<file path="config.mk">
export PLATFORM = sky130hd
export DESIGN_NAME = atcc_top
export DESIGN_NICKNAME = d
export VERILOG_FILES = /design/src/logic/atcc_top.v
export VERILOG_INCLUDE_DIRS = /design/src /design/src/logic
export SDC_FILE = /design/constraint.sdc
export NUM_CORES = 1
export LEC_CHECK = 0
export ABC_AREA = 0
export BUFFER_PORTS_ARGS = -buffer_cell sky130_fd_sc_hd__buf_2
export CAP_MARGIN = 10
export CORE_AREA = 2 2 99 101
export CTS_BUF_LIST = sky130_fd_sc_hd__clkbuf_8
export DETAILED_ROUTE_END_ITERATION = 8
export DIE_AREA = 0 0 101 103
export HOLD_SLACK_MARGIN = 0.15
export PLACE_DENSITY = 0.93
export SLEW_MARGIN = 25
export SYNTH_ARGS = -nofsm -noshare
export SYNTH_HDL_FRONTEND = slang
export SYNTH_SLANG_ARGS = --single-unit
</file>
<file path="constraint.sdc">
create_clock -name core_clk -period 3.9 [get_ports core_clk]
set_input_delay 0.39 -clock core_clk [delete_from_list [all_inputs] [get_ports core_clk]]
set_output_delay 0.39 -clock core_clk [all_outputs]
set_load 0.02 [all_outputs]
</file>
<file path="src/logic/atcc_map.vh">
/*
 Register map and field constants of the trigger and calibration control block.
 Assumes inclusion by bare name from logic/ modules.
*/
`ifndef ATCC_MAP_VH
`define ATCC_MAP_VH
`define ATCC_TRIG_BASE      12'h000
`define ATCC_CAL_ADDR       12'h040
`define ATCC_CMP_ADDR       12'h044
`define ATCC_IRQ_STAT_ADDR  12'h048
`define ATCC_IRQ_EN_ADDR    12'h04c
`define ATCC_IRQ_CLR_ADDR   12'h050
`define ATCC_CAL_DONE_BIT   15
`define ATCC_CAL_RSVD_BIT   11
`define ATCC_CAL_DIFF_BIT   10
`define ATCC_CAL_EN_BIT     9
`define ATCC_CAL_START_BIT  8
`define ATCC_CMP_COMPARE_CHANNEL_NUMBER_LSB   8
`define ATCC_CMP_STAT_BIT   5
`define ATCC_CMP_EN_BIT     7
`define ATCC_CMP_WR_MASK    8'hdf
`define ATCC_CMP_CTL_RESET  8'h00
`define ATCC_CAL_RESET      16'h0000
`define ATCC_CMP_RESET      16'h0000
`define ATCC_TRIG_RESET     5'h00
`define ATCC_SRC_NONE       5'h00
`define ATCC_SRC_SW_COMMON  5'h01
`define ATCC_SRC_SW_LEVEL   5'h02
`define ATCC_SRC_PWM_SEV    5'h04
`define ATCC_SRC_PWM_P1     5'h05
`define ATCC_SRC_PWM_P5     5'h09
`define ATCC_SRC_TMR1       5'h0c
`define ATCC_SRC_TMR2       5'h0d
`define ATCC_SRC_PWM_SSEV   5'h0e
`define ATCC_SRC_PWM_S1     5'h0f
`define ATCC_SRC_PWM_S5     5'h13
`define ATCC_SRC_OC1        5'h16
`define ATCC_SRC_OC2        5'h17
`define ATCC_SRC_CL1        5'h18
`define ATCC_SRC_CL5        5'h1c
`define ATCC_SRC_EXT        5'h1f
`define ATCC_CAL_CYCLES     8'd32
`endif

</file>
<file path="src/logic/atcc_top.v">
/*
 Trigger source decode per analog input, shared core calibration control,
 comparator control layout and interrupt status, all behind an APB slave.
 Assumes event inputs are one-cycle pulses in core_clk domain; the external
 trigger pin is asynchronous and is synchronised here.
 Assumes an APB master; the slave inserts no wait state and registers read
 data at the setup edge, so it stands through the access phase.
*/
// Local design decisions: the APB register port and the register addresses.
`timescale 1ns/1ns
`include "atcc_map.vh"
module atcc_top #(
  parameter NUM_IN     = 6,
  parameter CAL_CYCLES = 32
) (
  input  wire              core_clk,
  input  wire              reset_n,
  input  wire              psel,
  input  wire              penable,
  input  wire              pwrite,
  input  wire [11:0]       paddr,
  input  wire [31:0]       pwdata,
  output wire              pready,
  output reg  [31:0]       prdata,
  output wire              pslverr,
  input  wire              sw_common_trig,
  input  wire              sw_level_trig,
  input  wire              pwm_sev_trig,
  input  wire              pwm_ssev_trig,
  input  wire [4:0]        pwm_pri_trig,
  input  wire [4:0]        pwm_sec_trig,
  input  wire [4:0]        pwm_cl_trig,
  input  wire              tmr1_match,
  input  wire              tmr2_match,
  input  wire [1:0]        oc_trig,
  input  wire              external_trigger_input,
  input  wire              cal_core_done,
  output reg               cal_core_start,
  output reg               cal_core_diff,
  input  wire              cmp_event,
  input  wire [4:0]        cmp_event_chan,
  output reg  [NUM_IN-1:0] conv_req,
  output wire              irq
);
  reg  [4:0]        trigger_source_code_r [0:NUM_IN-1];
  reg               cal_done_flag_r;
  reg               cal_differential_select_r;
  reg               cal_access_enable_r;
  reg               cal_start_r;
  reg               cal_busy_r;
  reg  [7:0]        cal_cnt_r;
  reg  [4:0]        compare_channel_number_r;
  reg               cmp_stat_r;
  reg  [7:0]        cmp_ctl_r;
  reg  [2:0]        irq_stat_r;
  reg  [2:0]        irq_en_r;
  reg               ext_s1_r;
  reg               ext_s2_r;
  reg               ext_s3_r;
  wire              wr_en;
  wire              rd_en;
  wire              ext_pulse;
  wire              cal_wr;
  wire              cal_finish;
  wire              start_cal;
  wire [NUM_IN-1:0] conv_nxt;
  wire [2:0]        irq_evt;
  wire              cmp_rd;
  wire [NUM_IN-1:0] trig_hit;
  wire              cal_sel;
  wire              cmp_sel;
  wire              stat_sel;
  wire              en_sel;
  wire              clr_sel;
  reg  [31:0]       rd_mux;

  assign pready  = 1'b1;
  assign pslverr = 1'b0;
  assign wr_en   = psel & penable & pwrite;
  assign rd_en   = psel & penable & ~pwrite;
  // Exact word match; unmapped offsets fall through and read zero
  assign cal_sel  = (paddr == `ATCC_CAL_ADDR);
  assign cmp_sel  = (paddr == `ATCC_CMP_ADDR);
  assign stat_sel = (paddr == `ATCC_IRQ_STAT_ADDR);
  assign en_sel   = (paddr == `ATCC_IRQ_EN_ADDR);
  assign clr_sel  = (paddr == `ATCC_IRQ_CLR_ADDR);
  assign cal_wr   = wr_en & cal_sel;
  assign cmp_rd   = rd_en & cmp_sel;

  // Pin is asynchronous; third stage only for edge detect
  always @(posedge core_clk) begin
    if (!reset_n) begin
      ext_s1_r <= 1'b0;
      ext_s2_r <= 1'b0;
      ext_s3_r <= 1'b0;
    end else begin
      ext_s1_r <= external_trigger_input;
      ext_s2_r <= ext_s1_r;
      ext_s3_r <= ext_s2_r;
    end
  end
  assign ext_pulse = ext_s2_r & ~ext_s3_r;

  genvar gi;
  generate
    for (gi = 0; gi < NUM_IN; gi = gi + 1) begin : g_in
      reg sel_hit;
      always @* begin
        sel_hit = 1'b0;
        case (trigger_source_code_r[gi])
          `ATCC_SRC_NONE:      sel_hit = 1'b0;
          `ATCC_SRC_SW_COMMON: sel_hit = sw_common_trig;
          `ATCC_SRC_SW_LEVEL:  sel_hit = sw_level_trig;
          `ATCC_SRC_PWM_SEV:   sel_hit = pwm_sev_trig;
          5'h05:               sel_hit = pwm_pri_trig[0];
          5'h06:               sel_hit = pwm_pri_trig[1];
          5'h07:               sel_hit = pwm_pri_trig[2];
          5'h08:               sel_hit = pwm_pri_trig[3];
          `ATCC_SRC_PWM_P5:    sel_hit = pwm_pri_trig[4];
          `ATCC_SRC_TMR1:      sel_hit = tmr1_match;
          `ATCC_SRC_TMR2:      sel_hit = tmr2_match;
          `ATCC_SRC_PWM_SSEV:  sel_hit = pwm_ssev_trig;
          `ATCC_SRC_PWM_S1:    sel_hit = pwm_sec_trig[0];
          5'h10:               sel_hit = pwm_sec_trig[1];
          5'h11:               sel_hit = pwm_sec_trig[2];
          5'h12:               sel_hit = pwm_sec_trig[3];
          `ATCC_SRC_PWM_S5:    sel_hit = pwm_sec_trig[4];
          `ATCC_SRC_OC1:       sel_hit = oc_trig[0];
          `ATCC_SRC_OC2:       sel_hit = oc_trig[1];
          `ATCC_SRC_CL1:       sel_hit = pwm_cl_trig[0];
          5'h19:               sel_hit = pwm_cl_trig[1];
          5'h1a:               sel_hit = pwm_cl_trig[2];
          5'h1b:               sel_hit = pwm_cl_trig[3];
          `ATCC_SRC_CL5:       sel_hit = pwm_cl_trig[4];
          `ATCC_SRC_EXT:       sel_hit = ext_pulse;
          default:             sel_hit = 1'b0;
        endcase
      end
      localparam [31:0] TRIG_OFS = `ATCC_TRIG_BASE + gi * 4;
      wire [11:0] trig_addr;
      assign trig_addr    = TRIG_OFS[11:0];
      assign trig_hit[gi] = (paddr == trig_addr);
      assign conv_nxt[gi] = sel_hit;
      always @(posedge core_clk) begin
        if (!reset_n) begin
          trigger_source_code_r[gi] <= `ATCC_TRIG_RESET;
        end else if (wr_en && trig_hit[gi]) begin
          trigger_source_code_r[gi] <= pwdata[4:0];
        end
      end
    end
  endgenerate

  always @(posedge core_clk) begin
    if (!reset_n) begin
      conv_req <= {NUM_IN{1'b0}};
    end else begin
      conv_req <= conv_nxt;
    end
  end

  // Internal counter stands in when the core gives no done strobe
  assign cal_finish = cal_busy_r & (cal_core_done | (cal_cnt_r == 8'h01));
  assign start_cal  = cal_wr & pwdata[`ATCC_CAL_EN_BIT] & pwdata[`ATCC_CAL_START_BIT] & ~cal_busy_r;

  always @(posedge core_clk) begin
    if (!reset_n) begin
      cal_done_flag_r           <= 1'b0;
      cal_differential_select_r <= 1'b0;
      cal_access_enable_r       <= 1'b0;
      cal_start_r               <= 1'b0;
      cal_busy_r                <= 1'b0;
    end else begin
      if (cal_wr) begin
        cal_access_enable_r <= pwdata[`ATCC_CAL_EN_BIT];
        if (pwdata[`ATCC_CAL_EN_BIT] && !cal_busy_r) begin
          cal_differential_select_r <= pwdata[`ATCC_CAL_DIFF_BIT];
        end
      end
      if (start_cal) begin
        cal_start_r     <= 1'b1;
        cal_busy_r      <= 1'b1;
        cal_done_flag_r <= 1'b0;
      end else if (cal_finish) begin
        cal_start_r     <= 1'b0;
        cal_busy_r      <= 1'b0;
        cal_done_flag_r <= 1'b1;
      end
    end
  end

  // Countdown only while busy; a longer run needs a wider counter
  always @(posedge core_clk) begin
    if (!reset_n) begin
      cal_cnt_r <= 8'h00;
    end else if (start_cal) begin
      cal_cnt_r <= CAL_CYCLES[7:0];
    end else if (cal_finish) begin
      cal_cnt_r <= 8'h00;
    end else if (cal_busy_r) begin
      cal_cnt_r <= cal_cnt_r - 8'h01;
    end
  end

  // Core sees a one-cycle start and the mode latched with it
  always @(posedge core_clk) begin
    if (!reset_n) begin
      cal_core_start <= 1'b0;
      cal_core_diff  <= 1'b0;
    end else begin
      cal_core_start <= start_cal;
      if (start_cal) begin
        cal_core_diff <= pwdata[`ATCC_CAL_DIFF_BIT];
      end
    end
  end

  // Channel and status follow hardware only; status clears on a read
  always @(posedge core_clk) begin
    if (!reset_n) begin
      compare_channel_number_r <= 5'h00;
      cmp_stat_r               <= 1'b0;
      cmp_ctl_r                <= `ATCC_CMP_CTL_RESET;
    end else begin
      if (wr_en && cmp_sel) begin
        cmp_ctl_r <= pwdata[7:0] & `ATCC_CMP_WR_MASK;
      end
      if (cmp_event && cmp_ctl_r[`ATCC_CMP_EN_BIT]) begin
        compare_channel_number_r <= cmp_event_chan;
        cmp_stat_r               <= 1'b1;
      end else if (cmp_rd || !cmp_ctl_r[`ATCC_CMP_EN_BIT]) begin
        cmp_stat_r <= 1'b0;
      end
    end
  end

  assign irq_evt = {cmp_event & cmp_ctl_r[`ATCC_CMP_EN_BIT], cal_finish, |conv_nxt};
  always @(posedge core_clk) begin
    if (!reset_n) begin
      irq_stat_r <= 3'h0;
      irq_en_r   <= 3'h0;
    end else begin
      if (wr_en && en_sel) begin
        irq_en_r <= pwdata[2:0];
      end
      // Set wins over clear
      if (wr_en && clr_sel) begin
        irq_stat_r <= (irq_stat_r & ~pwdata[2:0]) | irq_evt;
      end else begin
        irq_stat_r <= irq_stat_r | irq_evt;
      end
    end
  end
  assign irq = |(irq_stat_r & irq_en_r);

  // Registered at the setup edge; stands through the zero-wait access phase
  always @(posedge core_clk) begin
    if (!reset_n) begin
      prdata <= 32'h0000_0000;
    end else if (psel && !penable) begin
      prdata <= rd_mux;
    end
  end

  integer k;
  always @* begin
    rd_mux = 32'h0000_0000;
    if (cal_sel) begin
      // Gated bits read zero while access is disabled; low byte stays zero
      rd_mux[`ATCC_CAL_EN_BIT]    = cal_access_enable_r;
      rd_mux[`ATCC_CAL_DONE_BIT]  = cal_access_enable_r & cal_done_flag_r;
      rd_mux[`ATCC_CAL_DIFF_BIT]  = cal_access_enable_r & cal_differential_select_r;
      rd_mux[`ATCC_CAL_START_BIT] = cal_access_enable_r & cal_start_r;
    end else if (cmp_sel) begin
      rd_mux[7:0]                     = cmp_ctl_r;
      rd_mux[`ATCC_CMP_STAT_BIT]      = cmp_stat_r;
      rd_mux[`ATCC_CMP_COMPARE_CHANNEL_NUMBER_LSB +: 5] = compare_channel_number_r;
    end else if (stat_sel) begin
      rd_mux[2:0] = irq_stat_r;
    end else if (en_sel) begin
      rd_mux[2:0] = irq_en_r;
    end else begin
      for (k = 0; k < NUM_IN; k = k + 1) begin
        if (trig_hit[k]) begin
          rd_mux[4:0] = trigger_source_code_r[k];
        end
      end
    end
  end
endmodule // atcc_top

</file>
==> impl_metrics.json, run 1 <==
{
  "async_flop_share_pct": 0,
  "design.die.area_um2": 10400,
  "viasPerCell": 6.74,
  "arrival_ns": 2.64,
  "drt-total-wl_um": 15500,
  "areaGrowthSynthToFinish_pct": 8.60,
  "fin_crit_sh_pct": 67.8,
  "min_path_type": "in -> reg",
  "drc": 0,
  "num_vias": 5355,
  "end_kind": "flop",
  "tritoncts": "built",
  "critPathLaunchType": "primary input",
  "cts_resized": 0,
  "yosys.area.top_type": "dfxtp_1",
  "first_pass_iters": 7,
  "fin_skew_ns": 0.0125,
  "synthXorXnorAreaFrac_pct": 1.10,
  "synth_area_leaders": "dfxtp_1, edfxtp_1, mux4_2, mux2i_1, a21oi_1",
  "drtAntennaViolNets": 0,
  "max_slew.worst_pin.slew_ns": 1.04,
  "place_area_um2": 5870,
  "globalplace.congestion": 1.02,
  "grt.overflow.total": 0,
  "slew_headroom_pct": 30.2,
  "setup_tns_ns": 0,
  "dp.cells": 779,
  "cts_root_buf": "clkbuf_8",
  "fp.coreArea_um2": 9460,
  "synth_top_family_by_area": "simple AND/OR/NAND/NOR gates",
  "synth_mux_area_share_pct": 11.1,
  "rsz0062_at_grt": "no",
  "grt_usage_pct": 29.7,
  "grt_max_degree": 41,
  "grt_pass1_wl_um": 24100,
  "syn_avg_cell_area_um2": 8.84,
  "clock-sinks": 86,
  "antenna_found_initial": 0,
  "finalHoldViolCount": 0,
  "ys_seq_elements": 86,
  "path_max_fanout": 7,
  "numCtsBuffers": 9,
  "p_leak_nw": 2.27,
  "synth-edff-count": 30,
  "synth_ff_type": "dfxtp_1",
  "post_cts_buffers": 0,
  "cpMaxStageDelayCell": "o31ai_1",
  "nNetsFinal": 758,
  "final_util_pct": 64.1,
  "diodes": 0,
  "final.min_clock_period_ns": 2.64,
  "mappedNetlistArea_um2": 5590,
  "clk_pin_slew_ns": 0.09,
  "port-buffer-count": 80,
  "power_mw": 1.91,
  "synth-seq-area-share_pct": 36.2,
  "post-route-cell-area_um2": 6070,
  "clock_path_buffers": 2,
  "synthDistinctLibCells": 75,
  "slew_violations": 0,
  "path_class": "in -> reg",
  "synthMostInstantiatedCell": "dfxtp_1",
  "setup_viol": 0,
  "post_drt_wl_per_cell_um": 19.5,
  "drtIter0Drc": 595,
  "h-tree-depth": 3,
  "synth_compound_area_share_pct": 14.9,
  "setup_ws_ns": 1.26,
  "ir_worst_vdd_v": 0.000198,
  "die_y_um": 103,
  "status": "complete, no violations",
  "dp_slack_ns": 1.08,
  "critPathMaxStageDelay_ns": 0.66,
  "cp_data_required_time_ns": 3.90,
  "yosys.area_share.simple_pct": 29.1,
  "start_util_pct": 59.1,
  "die_w_um": 101,
  "cts_hold_buf": 0,
  "synth_commonest_cells": "dfxtp_1, a21oi_1, nand2_1",
  "rows": 36,
  "clock.fmax_ghz": 0.378,
  "final_cells": 795,
  "cp_cell_sequence": "buf_2, nor4_4, nand4bb_2, nor3_1, nand2_1, o31ai_1",
  "maxCapViolCount": 0,
  "io_pins": 123,
  "hold_slack_ns": 0.225,
  "synth_fa_ha_area_share_pct": 0.448,
  "p_per_area_nw_per_um2": 315,
  "ys_warn_count": 0,
  "hpwl_um": 10800,
  "fill_cells": 750,
  "grt_pass1_vias": 4935,
  "clk_latency_ns": 0.38,
  "synth_top_area_share_pct": 20.1,
  "synthCells": 632,
  "drive_gt1_share_pct": 18.9
}
==> where the power goes <==
part | internal, mW | switching [mW] | total [mW]
Sequential | 0.952 | 0.0593 | 1.01
Combinational | 0.112 | 0.164 | 0.276
Clock | 0.253 | 0.370 | 0.623
==> placed cells by master (no fill, tap or decap), types with 6 or more instances in the layout <==
| cell | Yosys | routed |
|---|---|---|
| buf_2 | 5 | 80 |
| dfxtp_1 | 56 | 56 |
| a21oi_1 | 49 | 49 |
| nand2_1 | 48 | 48 |
| nor2_1 | 43 | 43 |
| and2_1 | 36 | 36 |
| nand3_1 | 32 | 32 |
| edfxtp_1 | 30 | 30 |
| o21ai_0 | 29 | 29 |
| mux2i_1 | 27 | 27 |
| nand3b_1 | 24 | 24 |
| conb_1 | 2 | 20 |
| inv_1 | 14 | 14 |
| mux4_2 | 13 | 13 |
| and3_1 | 11 | 11 |
| nand2b_1 | 10 | 10 |
| nand4b_1 | 9 | 9 |
| nor3_1 | 9 | 9 |
| nand4_1 | 9 | 9 |
| clkbuf_8 | 0 | 9 |
| a211oi_1 | 7 | 7 |
| a31oi_1 | 6 | 6 |
| nor4_1 | 6 | 6 |
==> critical path, delay by kind of cell <==
kind | cells | cell delay, ns
simple gates | 4 | 1.47
compound gates | 1 | 0.66
buf+inv | 1 | 0.11
==> layer usage <==
layer / share of wire, % / GRT usage (%)
met4: 4.0 / 13.6
met5: 0 / 0
met3: 12 / 8.00
met2: 47 / 48.5
met1: 37 / 37.0
==> worst paths after layout <==
kind	cells past startpoint	to	slack, ns	start
setup reg to reg	5	irq_stat_r[0]	1.58	trigger_source_code_r[5][0]
setup / recovery	6	trigger_source_code_r[2][3]	1.26	paddr[11]
hold reg to reg	1	ext_s2_r	0.45	ext_s1_r
hold / removal	2	ext_s1_r	0.22	external_trigger_input
==> flip-flops by register name, summed over array words and instances (netlist names), 3 cells and up <==
signal,count
cal_cnt_r,8
prdata,14
irq_stat_r,3
compare_channel_number_r,5
trigger_source_code_r,30
irq_en_r,3
conv_req,6
cmp_ctl_r,7
==> logic make-up (layout without fill, tap and decap cells) <==
| group | Yosys count | count (layout) |
|---|---|---|
| xor gates and xnor gates | 7 | 7 |
| other | 2 | 20 |
| adders and majority gates | 2 | 2 |
| muxes | 45 | 45 |
| AOI/OAI and AO/OA | 132 | 132 |
| and+or+nand+nor | 277 | 277 |
| DFF | 86 | 86 |
| buffers and inverters | 81 | 112 |
==> area by class of cell <==
class | count | area, um^2 | area share [%]
Tap cell | 114 | 143 | 2.35
Clock buffer | 9 | 124 | 2.04
Sequential cell | 86 | 2020 | 33.3
Multi-Input combinational cell | 483 | 3240 | 53.4
Timing Repair Buffer | 81 | 408 | 6.72
Inverter | 15 | 56.3 | 0.928
Clock inverter | 7 | 75.1 | 1.24
Note: power is estimated with default switching activity, not from simulation.
==> inputs of run 2 (changes only) <==
--- a/config.mk
+++ b/config.mk
@@ -9,12 +9,12 @@
 export ABC_AREA = 0
 export BUFFER_PORTS_ARGS = -buffer_cell sky130_fd_sc_hd__buf_2
 export CAP_MARGIN = 10
-export CORE_AREA = 2 2 99 101
+export CORE_AREA = 2 2 108 110
 export CTS_BUF_LIST = sky130_fd_sc_hd__clkbuf_8
 export DETAILED_ROUTE_END_ITERATION = 8
-export DIE_AREA = 0 0 101 103
+export DIE_AREA = 0 0 110 112
 export HOLD_SLACK_MARGIN = 0.15
-export PLACE_DENSITY = 0.93
+export PLACE_DENSITY = 0.84
 export SLEW_MARGIN = 25
 export SYNTH_ARGS = -nofsm -noshare
 export SYNTH_HDL_FRONTEND = slang
==> constraint.sdc (replaced) <==
create_clock -name core_clk -period 2.4 [get_ports core_clk]
set_input_delay 0.24 -clock core_clk [delete_from_list [all_inputs] [get_ports core_clk]]
set_output_delay 0.24 -clock core_clk [all_outputs]
set_load 0.02 [all_outputs]
==> impl_metrics.json, run 2 (synthesized netlist as in run 1, its figures left out) <==
{
  "tritoncts": "built",
  "power_mw": 3.09,
  "end_kind": "flop",
  "clock_path_buffers": 2,
  "met2_length_um": 7630,
  "setup_ws_ns": 0.330,
  "design.die.area_um2": 12300,
  "clk_pin_slew_ns": 0.10,
  "min_path_type": "in -> reg",
  "wirelength_met1_um": 6130,
  "arrival_ns": 2.29,
  "rows": 39,
  "hold_path.startpoint": "cmp_event",
  "io_pins": 123,
  "num_vias": 5397,
  "nNetsFinal": 790,
  "drtAntennaViolNets": 0,
  "final_cell_mix": "buf_2, dfxtp_1, a21oi_1, nand2_1, nor2_1",
  "dp_slack_ns": 0.219,
  "grt_pass1_wl_um": 25700,
  "clk_latency_ns": 0.36,
  "p_per_area_nw_per_um2": 487,
  "cp_cell_sequence": "mux4_2, mux2i_1, a211oi_1, a211oi_1, a41oi_1",
  "drt-total-wl_um": 16300,
  "hold_depth": 3,
  "critPathMaxStageDelay_ns": 0.54,
  "ir_worst_vdd_v": 0.000421,
  "cts_resized": 0,
  "fill_cells": 960,
  "h-tree-depth": 3,
  "top_register": "trigger_source_code_r",
  "path_max_fanout": 4,
  "setup_viol": 0,
  "grt_usage_pct": 27.0,
  "met3_length_um": 1850,
  "crit_top_cell": "a211oi_1",
  "post_drt_wl_per_cell_um": 19.0,
  "fin_skew_ns": 0.0118,
  "viasPerCell": 6.30,
  "start_util_pct": 50.0,
  "place_area_um2": 6070,
  "critPathLaunchType": "flop",
  "hold_path_end": "cmp_stat_r",
  "die_y_um": 112,
  "diodes": 0,
  "grt_pass1_vias": 5124,
  "fin_crit_sh_pct": 86.2,
  "hpwl_um": 11800,
  "cp_data_required_time_ns": 2.62,
  "drtIter0Drc": 706,
  "reg2reg_depth": 5,
  "final.min_clock_period_ns": 2.07,
  "rsz0062_at_grt": "no",
  "finalHoldViolCount": 0,
  "maxCapViolCount": 0,
  "drc": 0,
  "setup_tns_ns": 0,
  "post-route-cell-area_um2": 6350,
  "port-buffer-count": 80,
  "reg_top3": "trigger_source_code_r x30, prdata x14, cal_cnt_r x8",
  "status": "complete, no violations",
  "first_pass_iters": 5,
  "clock.fmax_ghz": 0.483,
  "timing.reg2reg.setup_slack_ns": 0.33,
  "antenna_found_initial": 0,
  "max_slew.worst_pin.slew_ns": 0.585,
  "slew_headroom_pct": 60.6,
  "path_class": "reg -> reg",
  "grt.overflow.total": 0,
  "grt_max_degree": 41,
  "slew_violations": 0,
  "reg2reg_to": "irq_stat_r[0]",
  "largest_reg_flops": 30,
  "highest_layer": "met4",
  "globalplace.congestion": 0.942,
  "reg2reg_from": "trigger_source_code_r[5][0]",
  "numCtsBuffers": 9,
  "areaGrowthSynthToFinish_pct": 13.6,
  "p_leak_nw": 2.41,
  "cpMaxStageDelayCell": "mux4_2",
  "die_w_um": 110,
  "fp.coreArea_um2": 11200,
  "clock-sinks": 86,
  "cts_root_buf": "clkbuf_8",
  "mostFrequentLayoutCell": "buf_2",
  "drive_gt1_share_pct": 21.0
}
## run 2: metal layers
layer	track usage (%)	up-vias
met2	42.3	371
met5	0	-
li1	-	2448
met4	12.4	0
met3	8.02	81
met1	34.1	2497
## run 2: final cells by class
cell class	instances	area [um^2]	share of cell area [%]
multi-input cells	483	3240	51.0
flip-flops and latches	86	2020	31.9
repair buffers	113	673	10.6
well taps	143	179	2.82
clock buffers	9	124	1.95
inverters	15	56.3	0.887
clock inverters	7	53.8	0.848
## run 2: critical path, delay by kind of cell (launching register included)
kind / cells / cell delay, ns
AO/OA/AOI/OAI: 3 / 0.71
multiplexers: 2 / 0.74
flip-flops: 1 / 0.49
## run 2: worst max-delay path by stage
stage                                     start                     endpoint  cells after the start
floorplan                             paddr[11]  trigger_source_code_r[2][0]                      5
global placement                      paddr[11]  trigger_source_code_r[2][0]                      7
detailed placement                    paddr[11]  trigger_source_code_r[2][1]                      7
CTS                 trigger_source_code_r[5][0]                irq_stat_r[0]                      5
global route                       cal_cnt_r[2]                 cal_cnt_r[1]                      5
finish              trigger_source_code_r[5][0]                irq_stat_r[0]                      5
## run 2: power by group
group | switching [mW] | internal (mW)
Clock | 0.568 | 0.389
Combinational | 0.303 | 0.214
Sequential | 0.0736 | 1.55
Total | 0.944 | 2.15
## run 2: metrics by stage
stage                     std cells  util, %  hold slack (ns)
after floorplan                 650        -            0.352
after global placement          830     54.3            0.421
after detailed placement        830     54.3            0.421
after CTS                       856     56.8            0.187
after global routing            856     56.8            0.183
final                           856     56.8            0.203
## run 2: repair_timing
| action | in CTS | in global routing |
|---|---|---|
| hold endpoints to repair | 11 | 0 |
| setup buffers | 0 | 0 |
| hold buffers | 10 | 0 |
